--- src/mop_cfg.svh ---
// constants of the multifunction output stage: offsets, fields, resets,
// source codes and timing; included by the top and usable by a bench
// Behaviour
// - four output modes: off, digital, analog, pulse
// - unselected mode paths disabled, one source drives
// - default mode is 24 V PWM analog
// - analog source select, 0 off, frequencies to fmax
// - temperatures map linearly over 0 to 100 C
// - codes 101 to 133 keep the sign
// - linear map onto 0% to 100% voltage span
// - overrange rises above 100% level, saturates 24 V
// - pulse source select, absolute value always used
// - pulses per revolution from division marks 30..8192
// - below 30 Hz no pulses are output
`ifndef MOP_CFG_SVH
`define MOP_CFG_SVH

// register byte offsets
`define MOP_OFF_MODE 12'h000
`define MOP_OFF_ASRC 12'h004
`define MOP_OFF_VOLT 12'h008
`define MOP_OFF_PULSE 12'h00C
`define MOP_OFF_STAT 12'h010

// field positions
`define MOP_MODE_LSB 0
`define MOP_ASRC_LSB 0
`define MOP_V100_LSB 0
`define MOP_V0_LSB 8
`define MOP_PSRC_LSB 0
`define MOP_MARKS_LSB 16
`define MOP_STAT_LIVE_BIT 8
`define MOP_STAT_BUSY_BIT 9

// reset values; voltages in 0.1 V
`define MOP_RST_MODE 2'h2
`define MOP_RST_ASRC 8'h01
`define MOP_RST_V100 8'h64
`define MOP_RST_V0 8'h00
`define MOP_RST_PSRC 3'h0
`define MOP_RST_MARKS 14'h0400

// limits: 22.0 V, 24.0 V, 30 and 8192 marks
`define MOP_V100_MAX 8'hDC
`define MOP_V_SAT 8'hF0
`define MOP_MARKS_MIN 14'h001E
`define MOP_MARKS_MAX 14'h2000

// analog source codes
`define MOP_ASRC_FS 8'h01
`define MOP_ASRC_FS_BAND 8'h02
`define MOP_ASRC_SPEED 8'h03
`define MOP_ASRC_ACT 8'h07
`define MOP_ASRC_TIN 8'h20
`define MOP_ASRC_TSINK 8'h21
`define MOP_ASRC_AIN 8'h28
`define MOP_ASRC_SIGN_LO 8'h65
`define MOP_ASRC_SIGN_HI 8'h85
`define MOP_ASRC_SIGN_OFS 8'h64
// full scales: 100 C in 0.1 C, 10.00 V in 0.01 V
`define MOP_TEMP_FULL 19'h0_03E8
`define MOP_AIN_FULL 19'h0_03E8

// pulse source codes
`define MOP_PSRC_ACT 3'h1
`define MOP_PSRC_FS 3'h2
`define MOP_PSRC_ENC 3'h3
`define MOP_PSRC_PIN 3'h5

// timing; frequencies carry 0.01 Hz per count
`define MOP_CLK_HZ 33'h0_017D_7840
`define MOP_FREQ_SCALE 33'h0_0000_0064
`define MOP_ACC_MOD (`MOP_CLK_HZ * `MOP_FREQ_SCALE)
`define MOP_PULSE_FMIN_HZ 33'h0_0000_001E
`define MOP_PULSE_FMIN (`MOP_PULSE_FMIN_HZ * `MOP_FREQ_SCALE)
`define MOP_PULSE_HIGH_NS 33'h0_0000_07D0
`define MOP_PULSE_HIGH_CYC \
  ((`MOP_PULSE_HIGH_NS * (`MOP_CLK_HZ / 33'h0_000F_4240) + 33'h0_0000_03E7) / 33'h0_0000_03E8)

`endif

--- src/mop_pkg.sv ---
// types of the multifunction output stage
// assumes constants come from mop_cfg.svh
package mop_pkg;
  typedef enum logic [1:0] {
    MOP_MODE_OFF,
    MOP_MODE_DIG,
    MOP_MODE_ANA,
    MOP_MODE_PULSE
  } mop_mode_e;

  typedef enum logic {
    MOP_DIV_IDLE,
    MOP_DIV_RUN
  } mop_div_state_e;

  // frequencies in 0.01 Hz, temperatures in 0.1 C, analog input in 0.01 V
  typedef struct packed {
    logic [17:0] stator_freq;
    logic [17:0] actual_freq;
    logic [17:0] speed_freq;
    logic [17:0] enc1_freq;
    logic [17:0] pulse_in_freq;
    logic [17:0] min_freq;
    logic [17:0] max_freq;
    logic [17:0] inside_temp;
    logic [17:0] sink_temp;
    logic [17:0] multi_input_analog_value;
  } mop_actual_s;
endpackage : mop_pkg

--- src/mop_div.sv ---
`timescale 1ns/1ns
// restoring divider, one quotient bit per clock
// assumes num and den hold still for the start cycle only
module mop_div #(
  parameter int NUM_W = 32,
  parameter int DEN_W = 20
) (
  input wire logic pclk,
  input wire logic presetn,
  input wire logic start,
  input wire logic [NUM_W-1:0] num,
  input wire logic [DEN_W-1:0] den,
  output logic busy,
  output logic done,
  output logic [NUM_W-1:0] quot
);
  localparam int CW = $clog2(NUM_W + 1);
  generate
    if (NUM_W < 2 || DEN_W < 1)
    begin : g_bad_width
      $error("mop_div: NUM_W must be 2 or more and DEN_W 1 or more");
    end
  endgenerate
  mop_pkg::mop_div_state_e state_r;
  logic [NUM_W-1:0] sh_r;
  logic [DEN_W-1:0] den_r;
  logic [DEN_W-1:0] rem_r;
  logic [CW-1:0] cnt_r;
  wire logic [DEN_W:0] trial = {rem_r, sh_r[NUM_W-1]};
  wire logic fits = trial >= {1'b0, den_r};
  wire logic [DEN_W:0] diff = trial - {1'b0, den_r};
  assign busy = state_r == mop_pkg::MOP_DIV_RUN;
  // a zero divisor always fits, so the quotient saturates to all ones
  always_ff @(posedge pclk or negedge presetn)
  begin
    if (!presetn)
    begin
      state_r <= mop_pkg::MOP_DIV_IDLE;
      sh_r <= '0;
      den_r <= '0;
      rem_r <= '0;
      cnt_r <= '0;
      done <= 1'b0;
      quot <= '0;
    end
    else
    begin
      done <= 1'b0;
      case (state_r)
        mop_pkg::MOP_DIV_IDLE:
        begin
          if (start)
          begin
            sh_r <= num;
            den_r <= den;
            rem_r <= '0;
            cnt_r <= CW'(NUM_W);
            state_r <= mop_pkg::MOP_DIV_RUN;
          end
        end
        mop_pkg::MOP_DIV_RUN:
        begin
          sh_r <= {sh_r[NUM_W-2:0], fits};
          rem_r <= fits ? diff[DEN_W-1:0] : trial[DEN_W-1:0];
          cnt_r <= cnt_r - CW'(1);
          if (cnt_r == CW'(1))
          begin
            quot <= {sh_r[NUM_W-2:0], fits};
            done <= 1'b1;
            state_r <= mop_pkg::MOP_DIV_IDLE;
          end
        end
        default: state_r <= mop_pkg::MOP_DIV_IDLE;
      endcase
    end
  end
endmodule : mop_div

--- src/mop_pwm.sv ---
`timescale 1ns/1ns
// pwm stage of the analog path; duty counts steps of one period
// assumes the high level of the pin is the 24 V supply
module mop_pwm #(
  parameter int STEPS = 240
) (
  input wire logic pclk,
  input wire logic presetn,
  input wire logic enable,
  input wire logic [7:0] duty,
  output logic out
);
  generate
    if (STEPS < 2 || STEPS > 256)
    begin : g_bad_steps
      $error("mop_pwm: STEPS must lie in 2..256");
    end
  endgenerate
  logic [7:0] cnt_r;
  logic [7:0] duty_r;
  wire logic last = cnt_r == 8'(STEPS - 1);
  // duty taken at period start so a change never makes a runt pulse
  always_ff @(posedge pclk or negedge presetn)
  begin
    if (!presetn)
    begin
      cnt_r <= 8'h00;
      duty_r <= 8'h00;
      out <= 1'b0;
    end
    else
    begin
      cnt_r <= last ? 8'h00 : cnt_r + 8'h01;
      if (last)
      begin
        duty_r <= duty;
      end
      out <= enable && (cnt_r < duty_r);
    end
  end
endmodule : mop_pwm

--- src/mop_top.sv ---
// Local design decisions: the register offsets and the APB slave port.
`timescale 1ns/1ns
// multifunction output stage: apb registers, analog pwm path,
// encoder-style pulse path and the pin selector
// assumes actual values arrive synchronous to pclk in package units
`include "mop_cfg.svh"
module mop_top (
  input wire logic pclk,
  input wire logic presetn,
  input wire logic psel,
  input wire logic penable,
  input wire logic pwrite,
  input wire logic [11:0] paddr,
  input wire logic [31:0] pwdata,
  input wire logic [3:0] pstrb,
  output logic [31:0] prdata,
  output logic pready,
  output logic pslverr,
  input wire mop_pkg::mop_actual_s actual,
  input wire logic digital_level,
  output logic multi_output_pin
);
  mop_pkg::mop_mode_e mode_r;
  logic [7:0] ana_src_r;
  logic [7:0] v100_r;
  logic [7:0] v0_r;
  logic [7:0] volt_r;
  logic [2:0] psrc_r;
  logic [13:0] marks_r;
  logic [30:0] inc_r;
  logic [32:0] acc_r;
  logic [7:0] hi_cnt_r;
  logic pulse_r;
  logic pin_r;
  logic div_busy;
  logic div_done;
  logic [31:0] div_quot;
  logic multi_output_analog_path;

  // register access
  wire logic setup_rd = psel && !penable && !pwrite;
  wire logic wr_take = psel && penable && pwrite;
  wire logic hit_mode = paddr == `MOP_OFF_MODE;
  wire logic hit_asrc = paddr == `MOP_OFF_ASRC;
  wire logic hit_volt = paddr == `MOP_OFF_VOLT;
  wire logic hit_pulse = paddr == `MOP_OFF_PULSE;
  wire logic hit_stat = paddr == `MOP_OFF_STAT;
  wire logic addr_hit = hit_mode | hit_asrc | hit_volt | hit_pulse | hit_stat;

  wire logic [31:0] mode_word = {30'h0000_0000, mode_r} << `MOP_MODE_LSB;
  wire logic [31:0] asrc_word = {24'h00_0000, ana_src_r} << `MOP_ASRC_LSB;
  wire logic [31:0] volt_word = ({24'h00_0000, v0_r} << `MOP_V0_LSB)
    | ({24'h00_0000, v100_r} << `MOP_V100_LSB);
  wire logic [31:0] pulse_word = ({18'h0_0000, marks_r} << `MOP_MARKS_LSB)
    | ({29'h0000_0000, psrc_r} << `MOP_PSRC_LSB);
  wire logic [31:0] stat_word = {24'h00_0000, volt_r}
    | ({31'h0000_0000, div_busy} << `MOP_STAT_BUSY_BIT)
    | ({31'h0000_0000, inc_r != 31'h0000_0000} << `MOP_STAT_LIVE_BIT);
  wire logic [31:0] rd_word = hit_mode ? mode_word
    : hit_asrc ? asrc_word
    : hit_volt ? volt_word
    : hit_pulse ? pulse_word
    : hit_stat ? stat_word
    : 32'h0000_0000;

  // byte lanes that are not strobed keep their old contents
  wire logic [31:0] be_mask = {{8{pstrb[3]}}, {8{pstrb[2]}}, {8{pstrb[1]}}, {8{pstrb[0]}}};
  wire logic [31:0] wr_word = (rd_word & ~be_mask) | (pwdata & be_mask);
  wire logic [7:0] wr_v100 = wr_word[`MOP_V100_LSB +: 8];
  wire logic [7:0] wr_v0 = wr_word[`MOP_V0_LSB +: 8];
  wire logic [13:0] wr_marks = wr_word[`MOP_MARKS_LSB +: 14];
  // span and mark settings are clamped on write so the datapath never sees them out of range
  wire logic [7:0] v100_nxt = wr_v100 > `MOP_V100_MAX ? `MOP_V100_MAX : wr_v100;
  wire logic [7:0] v0_nxt = wr_v0 > `MOP_V_SAT ? `MOP_V_SAT : wr_v0;
  wire logic [13:0] marks_nxt = wr_marks < `MOP_MARKS_MIN ? `MOP_MARKS_MIN
    : wr_marks > `MOP_MARKS_MAX ? `MOP_MARKS_MAX : wr_marks;

  assign pready = 1'b1;
  assign pslverr = psel && penable && !addr_hit;

  always_ff @(posedge pclk or negedge presetn)
  begin
    if (!presetn)
    begin
      mode_r <= mop_pkg::mop_mode_e'(`MOP_RST_MODE);
      ana_src_r <= `MOP_RST_ASRC;
      v100_r <= `MOP_RST_V100;
      v0_r <= `MOP_RST_V0;
      psrc_r <= `MOP_RST_PSRC;
      marks_r <= `MOP_RST_MARKS;
    end
    else if (wr_take)
    begin
      if (hit_mode)
      begin
        mode_r <= mop_pkg::mop_mode_e'(wr_word[`MOP_MODE_LSB +: 2]);
      end
      if (hit_asrc)
      begin
        ana_src_r <= wr_word[`MOP_ASRC_LSB +: 8];
      end
      if (hit_volt)
      begin
        v100_r <= v100_nxt;
        v0_r <= v0_nxt;
      end
      if (hit_pulse)
      begin
        psrc_r <= wr_word[`MOP_PSRC_LSB +: 3];
        marks_r <= marks_nxt;
      end
    end
  end

  // read data is caught in the setup cycle and stands through access
  always_ff @(posedge pclk or negedge presetn)
  begin
    if (!presetn)
    begin
      prdata <= 32'h0000_0000;
    end
    else if (setup_rd)
    begin
      prdata <= rd_word;
    end
  end

  // analog path: pick the quantity and its 100% reference
  wire logic signed [18:0] fs = 19'($signed(actual.stator_freq));
  wire logic [18:0] fmax = {1'b0, actual.max_freq};
  wire logic [18:0] fmin = {1'b0, actual.min_freq};
  wire logic signed [18:0] fs_mag = fs[18] ? -fs : fs;
  wire logic signed_mode = ana_src_r >= `MOP_ASRC_SIGN_LO && ana_src_r <= `MOP_ASRC_SIGN_HI;
  wire logic [7:0] src_base = signed_mode ? ana_src_r - `MOP_ASRC_SIGN_OFS : ana_src_r;
  logic signed [18:0] q_val;
  logic [18:0] q_ref;
  logic q_ok;

  always_comb
  begin
    q_val = 19'sh0_0000;
    q_ref = fmax;
    q_ok = 1'b1;
    case (src_base)
      `MOP_ASRC_FS: q_val = fs;
      `MOP_ASRC_FS_BAND:
      begin
        q_val = fs_mag > $signed(fmin) ? fs_mag - $signed(fmin) : 19'sh0_0000;
        q_ref = fmax > fmin ? fmax - fmin : 19'h0_0000;
      end
      `MOP_ASRC_SPEED: q_val = 19'($signed(actual.speed_freq));
      `MOP_ASRC_ACT: q_val = 19'($signed(actual.actual_freq));
      `MOP_ASRC_TIN:
      begin
        q_val = 19'($signed(actual.inside_temp));
        q_ref = `MOP_TEMP_FULL;
      end
      `MOP_ASRC_TSINK:
      begin
        q_val = 19'($signed(actual.sink_temp));
        q_ref = `MOP_TEMP_FULL;
      end
      `MOP_ASRC_AIN:
      begin
        q_val = 19'($signed(actual.multi_input_analog_value));
        q_ref = `MOP_AIN_FULL;
      end
      default: q_ok = 1'b0;
    endcase
  end

  // signed codes place -100% at the 0% level and +100% at the 100% level
  wire logic [18:0] q_abs = q_val[18] ? 19'(-q_val) : q_val;
  wire logic signed [19:0] q_shift = 20'(q_val) + $signed({1'b0, q_ref});
  wire logic [19:0] num_mag = signed_mode ? (q_shift[19] ? 20'h0_0000 : q_shift)
    : {1'b0, q_abs};
  wire logic [19:0] den_mag = signed_mode ? {q_ref, 1'b0} : {1'b0, q_ref};
  wire logic [31:0] div_num = {num_mag, 12'h000};

  // divider reruns back to back; the fraction is refreshed every 33 clocks
  mop_div #(
    .NUM_W(32),
    .DEN_W(20)
  ) u_div (
    .pclk(pclk),
    .presetn(presetn),
    .start(!div_busy),
    .num(div_num),
    .den(den_mag),
    .busy(div_busy),
    .done(div_done),
    .quot(div_quot)
  );

  // fraction in 1/4096, held at 16x full scale, far past the 24 V stop
  wire logic [15:0] frac = |div_quot[31:16] ? 16'hFFFF : div_quot[15:0];
  wire logic signed [8:0] dv = $signed({1'b0, v100_r}) - $signed({1'b0, v0_r});
  wire logic signed [25:0] prod = dv * $signed({1'b0, frac});
  wire logic signed [14:0] vsum = $signed({7'h00, v0_r}) + 15'(prod >>> 12);
  wire logic over_sat = vsum > $signed({7'h00, `MOP_V_SAT});
  wire logic [7:0] volt_sat = vsum[14] ? 8'h00 : over_sat ? `MOP_V_SAT : vsum[7:0];
  wire logic ana_ok = q_ok && ana_src_r != 8'h00;

  always_ff @(posedge pclk or negedge presetn)
  begin
    if (!presetn)
    begin
      volt_r <= 8'h00;
    end
    else if (div_done)
    begin
      volt_r <= ana_ok ? volt_sat : 8'h00;
    end
  end

  mop_pwm #(
    .STEPS(int'(`MOP_V_SAT))
  ) u_pwm (
    .pclk(pclk),
    .presetn(presetn),
    .enable(mode_r == mop_pkg::MOP_MODE_ANA),
    .duty(volt_r),
    .out(multi_output_analog_path)
  );

  // pulse path: phase accumulator wraps at clock rate times 100
  logic [17:0] p_raw;
  logic p_ok;

  always_comb
  begin
    p_raw = 18'h0_0000;
    p_ok = 1'b1;
    case (psrc_r)
      `MOP_PSRC_ACT: p_raw = actual.actual_freq;
      `MOP_PSRC_FS: p_raw = actual.stator_freq;
      `MOP_PSRC_ENC: p_raw = actual.enc1_freq;
      `MOP_PSRC_PIN: p_raw = actual.pulse_in_freq;
      default: p_ok = 1'b0;
    endcase
  end

  wire logic [16:0] p_abs = p_raw[17] ? 17'(-p_raw) : p_raw[16:0];
  wire logic p_fast = {16'h0000, p_abs} >= `MOP_PULSE_FMIN;
  wire logic p_live = p_ok && p_fast && mode_r == mop_pkg::MOP_MODE_PULSE;
  wire logic [30:0] inc_nxt = p_live ? 31'(p_abs * marks_r) : 31'h0000_0000;
  wire logic [32:0] acc_sum = acc_r + {2'b00, inc_r};
  wire logic acc_wrap = acc_sum >= `MOP_ACC_MOD;
  wire logic [32:0] acc_nxt = acc_wrap ? acc_sum - `MOP_ACC_MOD : acc_sum;
  // fixed high time makes an unequal pulse-pause ratio
  wire logic [7:0] hi_nxt = acc_wrap ? 8'(`MOP_PULSE_HIGH_CYC)
    : hi_cnt_r != 8'h00 ? hi_cnt_r - 8'h01 : 8'h00;

  always_ff @(posedge pclk or negedge presetn)
  begin
    if (!presetn)
    begin
      inc_r <= 31'h0000_0000;
      acc_r <= 33'h0_0000_0000;
      hi_cnt_r <= 8'h00;
      pulse_r <= 1'b0;
    end
    else
    begin
      inc_r <= inc_nxt;
      acc_r <= mode_r == mop_pkg::MOP_MODE_PULSE ? acc_nxt : 33'h0_0000_0000;
      hi_cnt_r <= hi_nxt;
      pulse_r <= hi_nxt != 8'h00 && mode_r == mop_pkg::MOP_MODE_PULSE;
    end
  end

  // pin selector: exactly one source per mode, except off mode which drives low
  wire logic pin_nxt = mode_r == mop_pkg::MOP_MODE_DIG ? digital_level
    : mode_r == mop_pkg::MOP_MODE_ANA ? multi_output_analog_path
    : mode_r == mop_pkg::MOP_MODE_PULSE ? pulse_r
    : 1'b0;

  always_ff @(posedge pclk or negedge presetn)
  begin
    if (!presetn)
    begin
      pin_r <= 1'b0;
    end
    else
    begin
      pin_r <= pin_nxt;
    end
  end

  assign multi_output_pin = pin_r;

  AST_OFF_LOW: assert property (
    @(posedge pclk) disable iff (!presetn)
    mode_r == mop_pkg::MOP_MODE_OFF |=> !multi_output_pin)
    else $error("pin not low in off mode");

  AST_DIG_FOLLOW: assert property (
    @(posedge pclk) disable iff (!presetn)
    mode_r == mop_pkg::MOP_MODE_DIG |=> multi_output_pin == $past(digital_level))
    else $error("pin does not follow the digital level");

  AST_ANA_GATED: assert property (
    @(posedge pclk) disable iff (!presetn)
    mode_r != mop_pkg::MOP_MODE_ANA |=> !multi_output_analog_path)
    else $error("analog path active outside analog mode");

  AST_PULSE_GATED: assert property (
    @(posedge pclk) disable iff (!presetn)
    mode_r != mop_pkg::MOP_MODE_PULSE |=> !pulse_r && inc_r == 31'h0000_0000)
    else $error("pulse path active outside pulse mode");

  AST_SRC_OFF: assert property (
    @(posedge pclk) disable iff (!presetn)
    div_done && ana_src_r == 8'h00 |=> volt_r == 8'h00)
    else $error("analog level not zero with source off");

  AST_V_RANGE: assert property (
    @(posedge pclk) disable iff (!presetn)
    wr_take && hit_volt |=> v100_r <= `MOP_V100_MAX && v0_r <= `MOP_V_SAT)
    else $error("voltage setting outside its range");

  AST_SATURATE: assert property (
    @(posedge pclk) disable iff (!presetn)
    div_done && ana_ok && over_sat |=> volt_r == `MOP_V_SAT)
    else $error("overrange level not held at 24 V");

  AST_MARKS_RANGE: assert property (
    @(posedge pclk) disable iff (!presetn)
    wr_take && hit_pulse |=> marks_r >= `MOP_MARKS_MIN && marks_r <= `MOP_MARKS_MAX)
    else $error("division marks outside 30..8192");

  AST_SLOW_SILENT: assert property (
    @(posedge pclk) disable iff (!presetn)
    !p_fast ##1 !p_fast |=> inc_r == 31'h0000_0000 && !acc_wrap)
    else $error("pulses produced below the minimum frequency");

  AST_PULSE_HIGH: assert property (
    @(posedge pclk) disable iff (!presetn || mode_r != mop_pkg::MOP_MODE_PULSE)
    $rose(pulse_r)
      |=> pulse_r [*8])
    else $error("pulse high time too short");

  AST_RATE_STEP: assert property (
    @(posedge pclk) disable iff (!presetn)
    p_live |=> inc_r == 31'($past(p_abs) * $past(marks_r)))
    else $error("accumulator step is not frequency times marks");

  AST_ACC_BOUND: assert property (
    @(posedge pclk) disable iff (!presetn)
    acc_wrap |=> acc_r < `MOP_ACC_MOD && hi_cnt_r == 8'(`MOP_PULSE_HIGH_CYC))
    else $error("accumulator wrap not taken");
endmodule : mop_top

--- config.mk ---
export PLATFORM = sky130hd
export DESIGN_NAME = mop_top
export DESIGN_NICKNAME = d
export VERILOG_FILES = /design/src/mop_pkg.sv /design/src/mop_div.sv /design/src/mop_pwm.sv /design/src/mop_top.sv
export VERILOG_INCLUDE_DIRS = /design/src /design/src/src
export SDC_FILE = /design/constraint.sdc
export NUM_CORES = 2
export LEC_CHECK = 0
export ABC_CLOCK_PERIOD_IN_PS = 18780
export BUFFER_PORTS_ARGS = -buffer_cell sky130_fd_sc_hd__buf_4
export CAP_MARGIN = 20
export CORE_UTILIZATION = 55
export DETAILED_ROUTE_END_ITERATION = 8
export HOLD_SLACK_MARGIN = 0.02
export PLACE_DENSITY_LB_ADDON = 0.25
export SLEW_MARGIN = 20
export SYNTH_ARGS = -nofsm -noshare
export SYNTH_HDL_FRONTEND = slang
export SYNTH_SLANG_ARGS = --single-unit
--- constraint.sdc ---
create_clock -name pclk -period 18.78 [get_ports pclk]
set_input_delay 1.878 -clock pclk [delete_from_list [all_inputs] [get_ports pclk]]
set_output_delay 1.878 -clock pclk [all_outputs]
set_load 0.02 [all_outputs]
==> reports/results.ini <==
[power]
sw_frac_of_total = 0.3378
p_sw_w = 0.0007056
totalPowerFinal_w = 0.002089
peakVddDrop_uv = 54.88
clockPowerShare = 0.310
comb_power_share = 0.352
power.internal_w = 0.001383
p_leak_nw = 18.36
seq_power_share = 0.338
power_density_nw_per_um2 = 54.80

[setup_path]
worstSetupEndpointType = register
r2r_start = v0_r[1]
critPathRequiredTime_ns = 19.27
critical_path.slowest_cell = sky130_fd_sc_hd__xnor2_1
crit_top_cell = sky130_fd_sc_hd__a21o_1
critPathLaunchType = register
arrival_ns = 10.66
critPathMaxStageDelay_ns = 0.94
critical_path_class = register to register
timing.critical_path.from = v0_r[1]
critical_path_peak_fanout = 10

[cts]
cts_tree = built
clock-sinks = 284
postCtsSetupBuffers = 0
number_of_hold_repair_buffers_added_at_the_cts_stage = 0
cts_buffer_depth = 3
clock_latency_ns = 0.60
htreeDepth = 1
post_cts.resized_instances = 0
clkTransAtPathRegs_ns = 0.07
ctsRootBufferMaster = sky130_fd_sc_hd__clkbuf_16
tritoncts.num_buffers = 31

[timing]
max_slew.worst_pin.slew_ns = 1.206
fin_setup_tns_ns = 0
fin_crit_ns = 10.17
post-route-worst-setup-slack_ns = 8.609
achievable-frequency_mhz = 98.32
rsz0062_at_grt = false
finalSetupViolCount = 0
whs_ns = 0.4786
timing.slew.headroom = 0.1901
worst_case_clock_skew_ns = 0.04085
hold_violation_total_from_the_final_report = 0
final_min_period_over_clock_period = 0.5416
fin_max_slew_vios = 0

[grt]
global_route.usage.total = 0.3131
grt_start_max_net_pins = 172
global_route.usage.met1 = 0.4235
use_met2 = 0.5052
grt.busiest_layer = met2
first_pass_grt_wire_length_microns = 159200
groute.layer.met3.usage = 0.04933
grt_antenna_before_repair = 4
number_of_global_route_vias_before_repair = 29890
grt.overflow.total = 0

[outcome]
run_status = finished, final reports clean

[route]
drt_pre_antenna_iters = 6
detail_route.iter0.violations = 2486
vias_per_cell = 5.961
routed_wl_microns = 98620
drc_errors = 0
vias = 29870
post_detailed_route_count_of_antenna_violating_nets = 0
route.detailed.wl_per_inst_microns = 19.68

[run]
max-cap-violations = 0

[synthesis]
synthesis.instances = 3984
mean_post_synth_cell_area_sq_um = 8.635
asyncSetResetFlopFracSynth = 1.000
ys_types = 116
synth_top_area_share = 0.2022
ys_dominant_reg_cell = sky130_fd_sc_hd__dfrtp_1
synth_sequential_area_ratio = 0.2068
synth_largest_area_cell = sky130_fd_sc_hd__dfrtp_1
number_of_synthesized_flops_with_an_enable_pin = 0
synth-seq-cells = 284
yosysWarnings = 0
synth.cell_area_sq_um = 34400
synthTopCellsByArea = sky130_fd_sc_hd__dfrtp_1 (20%), sky130_fd_sc_hd__fa_1 (16%), sky130_fd_sc_hd__ha_1 (11%)

[cells_and_area]
final_common_cell = sky130_fd_sc_hd__nand2_1
most-common-layout-cells = sky130_fd_sc_hd__nand2_1 (434), sky130_fd_sc_hd__inv_1 (399), sky130_fd_sc_hd__ha_1 (302)
postLayoutCellArea_sq_um = 38110
syn_to_final_growth_pct = 10.80
layout-drive-gt1-share = 0.1266
number_of_nets_at_the_end_of_the_flow = 4967

[placed_design]
dp_hpwl_microns = 78830
place.port_buffers = 263
gpl.final_weighted_congestion = 0.9976
placedInstanceArea_sq_um = 37030
detailedPlace.worstSlack_ns = 8.636

[floorplan]
boundaryPins = 269
floorplan.die_area_sq_um = 63550
rows = 91
fp.dieW_microns = 252.1
floorplan.die.height_microns = 252.1
effective_utilization_at_floorplan = 0.5574
design.core.area_sq_um = 61710

[min_path]
hold_class = register to register
hold_path.startpoint = u_div.sh_r[27]

[power by group through the flow]
stage	clock network (W)	logic (W)	registers (W)
2_1_floorplan	0	0.000541	0.000702
3_3_place_gp	0	0.000715	0.000715
3_5_place_dp	0	0.000726	0.000716
4_1_cts	0.000660	0.000731	0.000706
5_1_grt	0.000684	0.000820	0.000712
6_report	0.000647	0.000736	0.000706
[through the flow]
stage / cells / utilization
after floorplan: 3985 / -
after global placement: 4952 / 0.6001
after detailed placement: 4952 / 0.6001
after CTS: 5008 / 0.6174
after global routing: 5009 / 0.6175
final: 5011 / 0.6176
[sequential cells by signal, summed over array words and instances (netlist names), 2 cells and up]
name	count
acc_r	33
u_div.rem_r	20
volt_r	8
hi_cnt_r	8
u_div.den_r	20
ana_src_r	8
u_div.cnt_r	6
v100_r	8
prdata	30
u_pwm.cnt_r	8
marks_r	14
u_pwm.duty_r	8
psrc_r	3
mode_r	2
u_div.sh_r	32
u_div.quot	32
v0_r	8
inc_r	31
[metal layers]
metal	vias up	part of all wire
li1	14070	-
met1	14490	0.43
met2	1050	0.46
met3	257	0.076
met4	2	0.042
met5	-	0.00013
[worst max-delay path: cells and delay by family, from the launching register on]
| family | cells | cell delay (ns) |
|---|---|---|
| adders and majority gates | 8 | 3.31 |
| AOI/OAI and AO/OA | 13 | 3.29 |
| xor gates and xnor gates | 2 | 1.10 |
| buffers and inverters | 1 | 0.11 |
| and+or+nand+nor | 11 | 1.76 |
| DFF | 1 | 0.49 |
[path summary, 6_finish.rpt]
check / to / slack [ns] / cells after the start
max: volt_r[3] / 8.61 / 35
min: u_div.sh_r[28] / 0.48 / 2
max reg2reg: volt_r[3] / 8.61 / 35
min reg2reg: u_div.sh_r[28] / 0.48 / 2
max in group asynchronous: u_div.sh_r[17] / 16.02 / 2
min in group asynchronous: u_pwm.cnt_r[2] / 1.29 / 1
[Yosys cell counts (30+ instances only)]
| library cell | number |
|---|---|
| sky130_fd_sc_hd__nand2b_1 | 36 |
| sky130_fd_sc_hd__a22oi_1 | 41 |
| sky130_fd_sc_hd__a22o_1 | 41 |
| sky130_fd_sc_hd__o211ai_1 | 34 |
| sky130_fd_sc_hd__nor2b_1 | 60 |
| sky130_fd_sc_hd__inv_1 | 399 |
| sky130_fd_sc_hd__nand2_1 | 435 |
| sky130_fd_sc_hd__nor3_1 | 82 |
| sky130_fd_sc_hd__mux2i_1 | 71 |
| sky130_fd_sc_hd__nand4_1 | 30 |
| sky130_fd_sc_hd__o21ai_0 | 231 |
| sky130_fd_sc_hd__clkbuf_1 | 125 |
| sky130_fd_sc_hd__dfrtp_1 | 278 |
| sky130_fd_sc_hd__a21o_1 | 61 |
| sky130_fd_sc_hd__mux2_2 | 62 |
| sky130_fd_sc_hd__a31oi_1 | 30 |
| sky130_fd_sc_hd__nor4_1 | 31 |
| sky130_fd_sc_hd__a21oi_1 | 179 |
| sky130_fd_sc_hd__ha_1 | 302 |
| sky130_fd_sc_hd__and2_1 | 116 |
| sky130_fd_sc_hd__nand3_1 | 64 |
| sky130_fd_sc_hd__or2_2 | 41 |
| sky130_fd_sc_hd__and3_1 | 34 |
| sky130_fd_sc_hd__xor2_1 | 63 |
| sky130_fd_sc_hd__nor2_1 | 299 |
| sky130_fd_sc_hd__xnor2_1 | 118 |
| sky130_fd_sc_hd__fa_1 | 282 |
[kinds of logic after synthesis]
family | share of synthesized area
xor gates and xnor gates | 0.04608
buffers and inverters | 0.06496
DFF | 0.2068
AOI/OAI and AO/OA | 0.1843
adders and majority gates | 0.2740
other | 0.0002183
and+or+nand+nor | 0.1827
muxes | 0.04095
[layout make-up]
cell class / instances / area (sq um)
Antenna cell: 2 / 5.005
Clock buffer: 41 / 843.3
Clock inverter: 15 / 226.5
Fill cell: 5459 / 23600
Inverter: 404 / 1516
Multi-Input combinational cell: 3130 / 25100
Sequential cell: 284 / 7116
Tap cell: 837 / 1047
Timing Repair Buffer: 298 / 2257
Note: power is estimated with default switching activity, not from simulation.
